`src/rtl/gudc_pkg.sv`:
```
// Purpose: shared types and constants of the gated up/down counter
// Assumes: one 125 MHz clock, synchronous active-low reset
// Notes:   counter values are signed 32-bit two's complement
package gudc_pkg;

   localparam int CNT_W = 32;
   localparam logic signed [31:0] CNT_MAX = 32'sh7fffffff;
   localparam logic signed [31:0] CNT_MIN = 32'sh80000000;
   localparam logic signed [31:0] CNT_ZERO = 32'sh00000000;
   localparam logic signed [31:0] HIGH_LIMIT_RST = 32'sh000003e8;

   localparam int CLK_MHZ = 125;
   localparam int PULSE_NS = 1000;
   localparam int PULSE_CYC = (PULSE_NS * CLK_MHZ + 999) / 1000;
   localparam int FILT_NS = 40;
   localparam int FILT_CYC = (FILT_NS * CLK_MHZ + 999) / 1000;
   localparam int CNT16_W = 16;

   typedef enum logic [1:0] {
      MODE_ONCE     = 2'b00,
      MODE_PERIODIC = 2'b01
   } gudc_mode_t;

   typedef enum logic [1:0] {
      DIR_NONE = 2'b00,
      DIR_UP   = 2'b01,
      DIR_DOWN = 2'b10
   } gudc_dir_t;

   typedef enum logic [1:0] {
      AUXF_INPUT = 2'b00,
      AUXF_GATE  = 2'b01,
      AUXF_LATCH = 2'b10,
      AUXF_SYNC  = 2'b11
   } gudc_auxf_t;

   typedef enum logic [2:0] {
      OUTF_PLAIN  = 3'b000,
      OUTF_GE     = 3'b001,
      OUTF_LE     = 3'b010,
      OUTF_PULSE  = 3'b011,
      OUTF_SWITCH = 3'b100
   } gudc_outf_t;

   typedef struct packed {
      gudc_outf_t           fn;
      logic                 enable;
      logic                 setLevel;
      logic [CNT16_W-1:0]   pulseCycles;
   } gudc_outcfg_t;

   typedef struct packed {
      gudc_mode_t           mode;
      gudc_dir_t            dir;
      logic signed [31:0]   highLimit;
      gudc_auxf_t           auxFunc;
      logic                 auxInvert;
      logic                 filterOn;
      logic [CNT16_W-1:0]   filterCycles;
      logic                 cancelGate;
      logic                 loadOnOpen;
      logic                 isoMode;
   } gudc_cfg_t;

endpackage

```
`src/rtl/gudc_aux_filter.sv`:
```
// Purpose: synchronise, invert and filter the auxiliary input
// Assumes: raw input is asynchronous to clock
// Notes:   a level is accepted once it has stood filterCycles + 1 cycles
`timescale 1ns/10ps
`default_nettype none
module gudc_aux_filter #(
   parameter int CW = gudc_pkg::CNT16_W
) (
   // clock and reset
   input  wire logic          clock,
   input  wire logic          rstn,
   // configuration
   input  wire logic          invert,
   input  wire logic          filterOn,
   input  wire logic [CW-1:0] filterCycles,
   // pin and result
   input  wire logic          rawIn,
   output logic               level
);
   typedef struct packed {
      logic [2:0]    sync;
      logic          stable;
      logic          level;
      logic [CW-1:0] run;
   } gudc_flt_t;

   gudc_flt_t s_q, s_d;
   logic      agreed;

   always_comb begin
      s_d = s_q;
      s_d.sync = {s_q.sync[1:0], rawIn};
      // first stage is only read by the second
      if (s_q.sync[1] == s_q.sync[2]) begin
         s_d.stable = s_q.sync[2] ^ invert;
      end
      agreed = s_q.stable;
      // filter is ahead of any edge detection downstream
      if (!filterOn || agreed == s_q.level) begin
         s_d.run = '0;
         s_d.level = filterOn ? s_q.level : agreed;
      end else if (s_q.run >= filterCycles) begin
         s_d.run = '0;
         s_d.level = agreed;
      end else begin
         s_d.run = s_q.run + 1'b1;
      end
   end

   always_ff @(posedge clock) begin
      if (!rstn) begin
         s_q <= '0;
      end else begin
         s_q <= s_d;
      end
   end

   assign level = s_q.level;
endmodule
`default_nettype wire

```
`src/rtl/gudc_counter.sv`:
```
// Purpose: 32-bit gated up/down counter with once-only and periodic modes
// Assumes: count pulses come from same-clock logic as one-cycle strobes
// Notes:   cycle tick marks the output instant, input tick the input
//          instant of an isochronous bus cycle
`timescale 1ns/10ps
`default_nettype none
module gudc_counter (
   // clock and reset
   input  wire logic                  clock,
   input  wire logic                  rstn,
   // configuration, applied on cfgApply
   input  wire gudc_pkg::gudc_cfg_t   cfg,
   input  wire logic                  cfgApply,
   // count pulses
   input  wire logic                  cntPulse,
   input  wire logic                  cntUp,
   // run-time control
   input  wire logic                  soft_gate_bit,
   input  wire logic                  pendingLoadWr,
   input  wire logic signed [31:0]    pending_load_value,
   input  wire logic                  directCountWr,
   input  wire logic signed [31:0]    direct_count_write,
   input  wire logic signed [31:0]    compare_value_one,
   input  wire logic signed [31:0]    compare_value_two,
   input  wire gudc_pkg::gudc_outcfg_t outCfgOne,
   input  wire gudc_pkg::gudc_outcfg_t outCfgTwo,
   // isochronous instants
   input  wire logic                  outTick,
   input  wire logic                  inTick,
   // pins
   input  wire logic                  aux_input,
   output logic                       output_one,
   output logic                       output_two,
   // feedback
   output logic signed [31:0]         countValue,
   output logic signed [31:0]         latchValue,
   output logic                       internal_gate_flag,
   output logic                       aux_input_level_flag
);
   typedef struct packed {
      logic signed [31:0] count;
      logic signed [31:0] loadVal;
      logic signed [31:0] latch;
      logic signed [31:0] report;
      gudc_pkg::gudc_cfg_t cfg;
      logic               swCtlPrev;
      logic               swGate;
      logic               swArmed;
      logic               hwGate;
      logic               auxPrev;
      logic               gatePrev;
      logic               gateFlag;
      logic               outOne;
      logic               outTwo;
      logic               auxFlag;
      logic [15:0]        pulseOne;
      logic [15:0]        pulseTwo;
      logic               switchOne;
   } gudc_state_t;

   gudc_state_t s_q, s_d;

   logic               auxLvl;
   logic               invEff;
   logic               auxRise;
   logic               auxFall;
   logic               gateOpen;
   logic               opening;
   logic               hwAssigned;
   logic signed [31:0] highLim;
   logic signed [32:0] nextWide;
   logic signed [31:0] nextCnt;
   logic               hitHigh;
   logic               hitLow;
   logic               closeAuto;
   logic               cmpOneEq;
   logic               cmpTwoEq;

   // ------------------------------------------------------------------
   // aux input conditioning
   // ------------------------------------------------------------------
   assign invEff = s_q.cfg.auxInvert &&
                   (s_q.cfg.auxFunc != gudc_pkg::AUXF_LATCH);

   gudc_aux_filter #(
      .CW(gudc_pkg::CNT16_W)
   ) u_filter (
      .clock        (clock),
      .rstn         (rstn),
      .invert       (invEff),
      .filterOn     (s_q.cfg.filterOn),
      .filterCycles (s_q.cfg.filterCycles),
      .rawIn        (aux_input),
      .level        (auxLvl)
   );

   // ------------------------------------------------------------------
   // next state
   // ------------------------------------------------------------------
   always_comb begin
      s_d = s_q;
      closeAuto = 1'b0;
      hitHigh = 1'b0;
      hitLow = 1'b0;
      nextWide = '0;
      nextCnt = s_q.count;
      hwAssigned = (s_q.cfg.auxFunc == gudc_pkg::AUXF_GATE);
      highLim = s_q.cfg.highLimit;
      auxRise = auxLvl && !s_q.auxPrev;
      auxFall = !auxLvl && s_q.auxPrev;
      s_d.auxPrev = auxLvl;
      s_d.auxFlag = auxLvl;

      // ---------------------------------------------------------------
      // soft gate
      // ---------------------------------------------------------------
      // edge-armed, opened at output instant when isochronous; a bit held
      // high across a reconfiguration never reopens the gate by itself
      s_d.swCtlPrev = soft_gate_bit;
      if (!soft_gate_bit) begin
         s_d.swGate = 1'b0;
         s_d.swArmed = 1'b0;
      end else if (!s_q.swCtlPrev) begin
         if (s_q.cfg.isoMode) begin
            s_d.swArmed = 1'b1;
         end else begin
            s_d.swGate = 1'b1;
         end
      end
      if (s_q.swArmed && soft_gate_bit && outTick) begin
         s_d.swGate = 1'b1;
         s_d.swArmed = 1'b0;
      end

      // ---------------------------------------------------------------
      // hardware gate and internal gate
      // ---------------------------------------------------------------
      // an unassigned input leaves the hardware gate shut but ignored
      if (!hwAssigned) begin
         s_d.hwGate = 1'b0;
      end else if (auxRise) begin
         s_d.hwGate = 1'b1;
      end else if (auxFall) begin
         s_d.hwGate = 1'b0;
      end

      gateOpen = s_q.swGate && (s_q.hwGate || !hwAssigned);
      opening = gateOpen && !s_q.gatePrev;
      s_d.gatePrev = gateOpen;

      // ---------------------------------------------------------------
      // run-time values
      // ---------------------------------------------------------------
      // run-time updates never stop counting
      if (pendingLoadWr) begin
         s_d.loadVal = pending_load_value;
      end

      // ---------------------------------------------------------------
      // counting and limits
      // ---------------------------------------------------------------
      // opening load and counting share one chain, so a pulse in the
      // opening cycle is dropped rather than applied on top of the load;
      // the 33-bit step is cut to 32 bits; full-range limits are caught by comparing the old count with CNT_MAX and CNT_MIN
      if (opening && (s_q.cfg.cancelGate ||
                      (s_q.cfg.loadOnOpen && !hwAssigned))) begin
         s_d.count = s_q.loadVal;
      end else if (gateOpen && cntPulse) begin
         // direction of each pulse decides, main direction only sets limits
         nextWide = cntUp ? 33'(s_q.count) + 33'sd1
                          : 33'(s_q.count) - 33'sd1;
         nextCnt = nextWide[31:0];
         unique case (s_q.cfg.dir)
            gudc_pkg::DIR_UP: begin
               hitHigh = cntUp && (nextCnt >= highLim);
            end
            gudc_pkg::DIR_DOWN: begin
               hitLow = !cntUp && (nextCnt <= gudc_pkg::CNT_ZERO);
            end
            default: begin
               hitHigh = cntUp && (s_q.count == gudc_pkg::CNT_MAX);
               hitLow = !cntUp && (s_q.count == gudc_pkg::CNT_MIN);
            end
         endcase
         if (hitHigh || hitLow) begin
            if (s_q.cfg.mode == gudc_pkg::MODE_ONCE) begin
               closeAuto = 1'b1;
               if (s_q.cfg.dir == gudc_pkg::DIR_NONE) begin
                  s_d.count = s_q.count;
               end else begin
                  s_d.count = s_q.loadVal;
               end
            end else begin
               s_d.count = s_q.loadVal;
            end
         end else begin
            s_d.count = nextCnt;
         end
      end

      // ---------------------------------------------------------------
      // automatic closure and direct write
      // ---------------------------------------------------------------
      // device never reopens by itself; controller must toggle again
      if (closeAuto) begin
         s_d.swGate = 1'b0;
         s_d.swArmed = 1'b0;
      end

      if (directCountWr) begin
         s_d.count = direct_count_write;
      end

      // ---------------------------------------------------------------
      // latch and feedback
      // ---------------------------------------------------------------
      // latch edges see the uninverted level
      if (s_q.cfg.auxFunc == gudc_pkg::AUXF_LATCH && auxRise) begin
         s_d.latch = s_q.count;
      end

      s_d.gateFlag = gateOpen;

      // feedback count sampled at input instant in isochronous mode
      if (!s_q.cfg.isoMode || inTick) begin
         s_d.report = s_q.count;
      end

      // ---------------------------------------------------------------
      // output functions
      // ---------------------------------------------------------------
      cmpOneEq = (s_q.count == compare_value_one);
      cmpTwoEq = (s_q.count == compare_value_two);
      if (cmpOneEq) begin
         s_d.switchOne = 1'b1;
      end else if (cmpTwoEq) begin
         s_d.switchOne = 1'b0;
      end
      s_d.pulseOne = (s_q.pulseOne != 16'h0000) ? s_q.pulseOne - 16'h0001
                                                : 16'h0000;
      s_d.pulseTwo = (s_q.pulseTwo != 16'h0000) ? s_q.pulseTwo - 16'h0001
                                                : 16'h0000;
      // pulse starts as the count moves onto the compare value, so a
      // count that rests on it does not retrigger
      if (s_d.count == compare_value_one && s_q.count != s_d.count) begin
         s_d.pulseOne = outCfgOne.pulseCycles;
      end
      if (s_d.count == compare_value_two && s_q.count != s_d.count) begin
         s_d.pulseTwo = outCfgTwo.pulseCycles;
      end
      s_d.outOne = 1'b0;
      s_d.outTwo = 1'b0;
      if (outCfgOne.enable) begin
         unique case (outCfgOne.fn)
            gudc_pkg::OUTF_PLAIN:  s_d.outOne = outCfgOne.setLevel;
            gudc_pkg::OUTF_GE:     s_d.outOne =
                                      s_q.count >= compare_value_one;
            gudc_pkg::OUTF_LE:     s_d.outOne =
                                      s_q.count <= compare_value_one;
            gudc_pkg::OUTF_PULSE:  s_d.outOne = s_q.pulseOne != 16'h0000;
            gudc_pkg::OUTF_SWITCH: s_d.outOne = s_q.switchOne;
            default:               s_d.outOne = 1'b0;
         endcase
      end
      if (outCfgTwo.enable) begin
         unique case (outCfgTwo.fn)
            gudc_pkg::OUTF_PLAIN:  s_d.outTwo = outCfgTwo.setLevel;
            gudc_pkg::OUTF_GE:     s_d.outTwo =
                                      s_q.count >= compare_value_two;
            gudc_pkg::OUTF_LE:     s_d.outTwo =
                                      s_q.count <= compare_value_two;
            gudc_pkg::OUTF_PULSE:  s_d.outTwo = s_q.pulseTwo != 16'h0000;
            // switch-between is refused on output two
            default:               s_d.outTwo = 1'b0;
         endcase
      end

      // ---------------------------------------------------------------
      // configuration apply
      // ---------------------------------------------------------------
      // applied last so it wins over every other update this cycle;
      // configuration resets values by main direction
      if (cfgApply) begin
         s_d.cfg = cfg;
         s_d.swGate = 1'b0;
         s_d.swArmed = 1'b0;
         s_d.hwGate = 1'b0;
         if (cfg.dir == gudc_pkg::DIR_DOWN) begin
            s_d.loadVal = cfg.highLimit;
            s_d.count = cfg.highLimit;
            s_d.latch = cfg.highLimit;
         end else begin
            s_d.loadVal = gudc_pkg::CNT_ZERO;
            s_d.count = gudc_pkg::CNT_ZERO;
            s_d.latch = gudc_pkg::CNT_ZERO;
         end
      end
   end

   // ------------------------------------------------------------------
   // state register
   // ------------------------------------------------------------------
   always_ff @(posedge clock) begin
      if (!rstn) begin
         s_q <= '0;
      end else begin
         s_q <= s_d;
      end
   end

   // ------------------------------------------------------------------
   // feedback and pins
   // ------------------------------------------------------------------
   // every port below is a plain flop output
   assign countValue = s_q.report;
   assign latchValue = s_q.latch;
   assign internal_gate_flag = s_q.gateFlag;
   assign aux_input_level_flag = s_q.auxFlag;
   assign output_one = s_q.outOne;
   assign output_two = s_q.outTwo;
endmodule
`default_nettype wire

```
`config.mk`:
```
export PLATFORM = sky130hd
export DESIGN_NAME = gudc_counter
export DESIGN_NICKNAME = d
export VERILOG_FILES = /design/src/rtl/gudc_pkg.sv /design/src/rtl/gudc_aux_filter.sv /design/src/rtl/gudc_counter.sv
export SDC_FILE = /design/constraint.sdc
export NUM_CORES = 1
export LEC_CHECK = 0
export ABC_AREA = 1
export BUFFER_PORTS_ARGS = -buffer_cell sky130_fd_sc_hd__buf_2
export CAP_MARGIN = 20
export CORE_ASPECT_RATIO = 0.8
export CORE_MARGIN = 5
export CORE_UTILIZATION = 40
export DETAILED_ROUTE_END_ITERATION = 10
export MAX_ROUTING_LAYER = met4
export SLEW_MARGIN = 20
export SYNTH_ARGS = -nofsm -noshare
export SYNTH_HDL_FRONTEND = slang
export SYNTH_SLANG_ARGS = --single-unit
```
`constraint.sdc`:
```
create_clock -name clock -period 10.7 [get_ports clock]
set_input_delay 2.14 -clock clock [delete_from_list [all_inputs] [get_ports clock]]
set_output_delay 2.14 -clock clock [all_outputs]
set_load 0.01 [all_outputs]
```
==> flow_summary.ini, run 1 <==
[drt]
detail_route.wl_per_cell_um = 21.3
drt_wl_total_um = 84800
drtIter0Drc = 2300
drt.antenna.violating_nets = 0
vias = 21953
dr.max_layer_used = met4
met2_wirelength_um = 32600
routed_via_density = 5.50
firstDrtPassIters = 9
routedLengthMet1_um = 40200
drcViolationCount = 0
met3_length_um = 9360

[synth]
post-synth-top-area-fraction_pct = 25.7
yosysWarnings = 0
async_reset_ff_share_pct = 0
mappedNetlistArea_sq_um = 19400
synth_largest_area_cell = dfxtp_1
synth_sequential_area_ratio_pct = 25.7
ys_dominant_reg_cell = dfxtp_1
synth_area_leaders = dfxtp_1 (26%), nand2_1 (16%), ha_1 (9.5%)
synth-seq-cells = 249
syn_nets = 3536
post_synth_num_cell_types = 49
syn_avg_cell_area_sq_um = 6.16
synth-edff-count = 0
synthesized_instance_count = 3148

[global_routing]
initial_antenna_violation_count = 3
track_usage_pct = 31.1
grt_overflow = 0
first_global_vias = 19730
grt_start_max_net_pins = 82
grt_first_pass_wirelength_um = 123000

[critical_path]
max_stage_delay_ns = 0.84
timing.critical_path.to_type = flop
worst-endpoint-required_ns = 11.15
setup.worst_path.start_class = input port
cp.arrival_ns = 9.36
cell_mode_on_critical_path = nand2_1
worst_path_max_fanout = 32
worst_path_max_delay_cell = clkinv_1
worstSetupPathType = in2reg

[sta]
timing.max_slew.rel_slack_pct = 29.5
finalHoldViolations = 0
grt_setup_unrepaired = false
clock-skew-final_ns = 0.0336
maxClockFrequency_mhz = 112
setup_total_negative_slack_ns = 0
final.period_utilization_pct = 83.2
drv_slew = 0
setup_viol_count_final = 0
final_period_minus_worst_setup_slack_ns = 8.90
timing_worst_slew_pin_value_ns = 1.05

[clock_tree]
cts_sinks = 249
clkLatencyLatePin_ns = 0.59
tritoncts = done
tritoncts.num_buffers = 29
post_cts_hold_buffer_count = 0
h-tree-depth = 1
cts_max_path_buffers = 3
clkSlewWorstSetupHoldPaths_ns = 0.06
ctsResizeCount = 0
clock-root-buffer = clkbuf_16
post_cts.repair.setup_buffers = 0

[placed_design]
io_buffers = 307
hpwl_um = 68600
place_inst = 3932
gp_congestion = 1.05

[finish]
layout_commonest_cell = nand2_1
finish.net_count = 3722
fraction_of_layout_cells_with_a_size_suffix_above_1_pct = 13.3
layout-area-overhead-vs-synth_pct = 13.3
fillers = 5112
final_cell_mix = nand2_1 (824), inv_1 (404), buf_2 (306)
multi_input_comb_area_sq_um = 11900
layout.cells.non_filler = 3989
storage_element_area_sq_um = 4980

[min_path]
hp-class = reg2reg

[power_and_ir_drop]
peakVddDrop_v = 0.000117
fin_total_pwr_w = 0.00333
power_density_nw_per_um2 = 152
static_leakage_nw = 11.2

[floorplanning]
core_sq_um = 48100
initial_utilization_pct = 40.3
io-pin-count = 308
die_area_sq_um = 53000
rows = 72
dieHeight_um = 207
die_w_um = 256

[run_status]
status = finished clean

[flow_run]
max_cap_viol_count = 0
-- Yosys cell counts, types with 3 or more instances --
master	count
or2_2	5
buf_4	69
xnor2_1	10
nand3_1	295
nor4_1	13
dfxtp_1	249
o2111ai_1	4
ha_1	147
a21oi_1	266
o22ai_1	37
inv_1	406
nor3b_1	5
nand2_1	826
nand4_1	45
clkbuf_1	93
o21ai_0	206
nand3b_1	14
o21a_1	7
o21bai_1	4
buf_1	5
xor2_1	21
buf_2	12
nor2_1	256
nand2_2	41
a31oi_1	45
nor3_2	3
nor3_1	24
o211ai_1	7
a211oi_1	3
buf_6	5
-- registers in the layout (all words and copies together), names as in the netlist --
register / flops
s_q: 128
countValue: 32
highLim: 32
latchValue: 32
u_filter.s_q: 17
u_filter.s_d: 2
aux_input_level_flag: 1
internal_gate_flag: 1
output_one: 1
output_two: 1
u_filter.agreed: 1
u_filter.level: 1
-- final cells by class --
type                       count  share of cell area (%)
timing repair buffer         339                    8.10
clock buffer                  39                    3.70
tap                          629                    3.58
inverter                     408                    6.97
multi-input combinational   2307                    54.1
clock inverter                14                   0.820
antenna                        4                  0.0455
sequential                   249                    22.7
-- final timing paths --
| check | slack, ns | startpoint | cells past startpoint | to |
|---|---|---|---|---|
| worst max-delay path | 1.80 | cntUp | 40 | s_q[13]$_SDFF_PN0_ |
| worst min-delay path | 0.42 | u_filter.s_d[19]$_SDFF_PN0_ | 2 | u_filter.s_d[20]$_SDFF_PN0_ |
| worst max register to register | 3.47 | s_q[198]$_SDFF_PN0_ | 41 | s_q[13]$_SDFF_PN0_ |
| worst min register to register | 0.42 | u_filter.s_d[19]$_SDFF_PN0_ | 2 | u_filter.s_d[20]$_SDFF_PN0_ |
-- worst max-delay path: cells and delay by family --
family	cells	cell delay [ns]
xor+xnor	1	0.15
buf+inv	5	1.57
fa+ha+maj	2	1.16
compound gates	1	0.21
simple gates	31	4.10
-- power by group --
| part | switching (W) | total, W | internal [W] |
|---|---|---|---|
| Sequential | 0.0000854 | 0.00111 | 0.00103 |
| Clock | 0.000445 | 0.00107 | 0.000629 |
| Combinational | 0.000747 | 0.00115 | 0.000403 |
-- per-layer routing --
metal  track usage [%]  vias up
met5                 -        -
li1                  -    10648
met4              9.25        0
met2              41.7     1116
met3              6.58      112
met1              46.4    10077
-- logic make-up (layout without fill, tap and decap cells) --
group,after synthesis,after routing,synth area share (%)
AO/OA/AOI/OAI,588,588,16.2
XOR/XNOR,31,31,1.40
adder cells (fa/ha/maj),148,148,9.59
buffers and inverters,592,800,13.1
flip-flops,249,249,25.7
multiplexers,3,3,0.161
other,0,4,0
AND/OR/NAND/NOR,1537,1537,33.9
-- per-stage QoR --
step / setup slack (ns) / utilization, % / hold WS (ns) / cell area [sq um]
CTS: 2.36 / 45.6 / 0.421 / 22000
global route: 1.06 / 45.7 / 0.457 / 22000
global placement: 1.83 / 43.6 / 0.414 / 21000
floorplan: 3.72 / - / 0.390 / 19400
finish: 1.80 / 45.7 / 0.421 / 22000
detailed placement: 1.77 / 43.6 / 0.405 / 21000
Note: power is estimated with default switching activity, not from simulation.
==> run 2: changes to the inputs <==
==> constraint.sdc (replaced) <==
create_clock -name clock -period 8.21 [get_ports clock]
set_input_delay 1.642 -clock clock [delete_from_list [all_inputs] [get_ports clock]]
set_output_delay 1.642 -clock clock [all_outputs]
set_load 0.01 [all_outputs]
==> flow_summary.ini, run 2 (synthesis results as in run 1) <==
[clock_tree]
cts_sinks = 249
clock-root-buffer = clkbuf_16
clkSlewWorstSetupHoldPaths_ns = 0.06
clkLatencyLatePin_ns = 0.58
cts_max_path_buffers = 3
tritoncts.num_buffers = 30
post_cts_hold_buffer_count = 0
tritoncts = done
post_cts.repair.setup_buffers = 0
h-tree-depth = 1
ctsResizeCount = 0

[global_routing]
first_global_vias = 19913
grt_overflow = 0
grt_first_pass_wirelength_um = 125000
grt_start_max_net_pins = 78
track_usage_pct = 31.5
initial_antenna_violation_count = 4

[power_and_ir_drop]
peakVddDrop_v = 0.000217
power_density_nw_per_um2 = 197
static_leakage_nw = 11.2
fin_total_pwr_w = 0.00434

[finish]
layout_commonest_cell = nand2_1
fraction_of_layout_cells_with_a_size_suffix_above_1_pct = 13.3
layout-area-overhead-vs-synth_pct = 13.6
finish.net_count = 3726
post-route-cell-area_sq_um = 22000
multi_input_comb_area_sq_um = 11900
final_cell_mix = nand2_1 (824), inv_1 (405), buf_2 (306)
largest-register = s_q
layout.cells.non_filler = 3993
largest_reg_flops = 128
storage_element_area_sq_um = 4980
fillers = 5327

[floorplanning]
io-pin-count = 308
core_sq_um = 48100
dieHeight_um = 207
die_w_um = 256
die_area_sq_um = 53000
rows = 72
initial_utilization_pct = 40.3

[critical_path]
worst_r2r_endpoint = s_q[29]$_SDFF_PN0_
cp.arrival_ns = 8.02
max_stage_delay_ns = 0.39
r2r_cells = 42
r2r-start = s_q[199]$_SDFF_PN0_
worst_path_max_delay_cell = ha_1
timing.critical_path.to_type = flop
setup.worst_path.start_class = input port
worst-endpoint-required_ns = 8.72
cell_mode_on_critical_path = nand2_1
worstSetupPathType = in2reg
worst_r2r_setup_slack_ns = 0.94
worst_path_max_fanout = 31

[sta]
setup_viol_count_final = 0
drv_slew = 0
clock-skew-final_ns = 0.0156
grt_setup_unrepaired = false
timing.max_slew.rel_slack_pct = 29.6
maxClockFrequency_mhz = 133
timing_worst_slew_pin_value_ns = 1.05
setup_total_negative_slack_ns = 0
finalHoldViolations = 0
final.period_utilization_pct = 91.4
final_period_minus_worst_setup_slack_ns = 7.50

[min_path]
whs_endpoint = u_filter.s_d[20]$_SDFF_PN0_
whs_path_depth = 2
hp-start = u_filter.s_d[19]$_SDFF_PN0_
hp-class = reg2reg

[placed_design]
placedInstanceArea_sq_um = 21000
hpwl_um = 68100
place_inst = 3935
gp_congestion = 1.05
io_buffers = 307

[drt]
drcViolationCount = 0
drtIter0Drc = 2464
detail_route.wl_per_cell_um = 21.4
drt_wl_total_um = 85400
firstDrtPassIters = 6
vias = 21764
routed_via_density = 5.45
drt.antenna.violating_nets = 0

[run_status]
status = finished clean

[flow_run]
max_cap_viol_count = 0
## run 2: changes by cell type in the layout (fill, tap and decap cells not counted), moves of 2 or more
cell	previous run	this run
clkbuf_1	5	10
clkinv_2	8	3
clkbuf_16	29	31
clkbuf_8	5	2
buf_12	0	2
## run 2: per-stage QoR
stage                     utilization [%]  worst slack, ns  hold WS (ns)
after detailed placement             43.7            0.234         0.422
after floorplan                         -             1.73         0.390
after CTS                            45.7            0.839         0.435
after global routing                 45.8           0.0719         0.448
after global placement               43.7            0.333         0.414
final                                45.8            0.708         0.431
## run 2: routing by layer
layer / track usage, % / vias to the layer above / routed length, um
met4: 8.07 / 0 / 2400
li1: - / 10657 / -
met3: 8.73 / 108 / 9890
met1: 45.9 / 9964 / 40000
met2: 42.8 / 1035 / 33100
met5: - / - / 0
## run 2: report_power, final
group          leakage [nW]  switching (W)  internal (W)  total [W]
Sequential             2.05       0.000119       0.00134    0.00146
Clock                 0.472       0.000575      0.000804    0.00138
Combinational          8.68       0.000976      0.000529    0.00151
Total                  11.2        0.00167       0.00267    0.00434
## run 2: worst max-delay path: cells and delay by family
kind                     cells  cell delay (ns)
AND/OR/NAND/NOR             32             4.37
buffers and inverters        7             1.03
adder cells (fa/ha/maj)      2             0.77
XOR/XNOR                     1             0.14
## run 2: worst max path at each step
stage	startpoint	to	slack, ns
floorplan	cntUp	s_q[16]$_SDFF_PN0_	1.73
global placement	cntUp	s_q[7]$_SDFF_PN0_	0.33
detailed placement	cntUp	s_q[29]$_SDFF_PN0_	0.23
CTS	cntUp	s_q[29]$_SDFF_PN0_	0.84
global route	cntUp	s_q[26]$_SDFF_PN0_	0.07
finish	cntUp	s_q[29]$_SDFF_PN0_	0.71
## run 2: layout make-up
class / instances / share of cell area, %
Clock inverter: 10 / 0.642
Inverter: 408 / 6.96
Sequential cell: 249 / 22.6
Tap cell: 629 / 3.57
Multi-Input combinational cell: 2307 / 54.0
Antenna cell: 5 / 0.0568
Clock buffer: 43 / 3.82
Timing Repair Buffer: 342 / 8.31
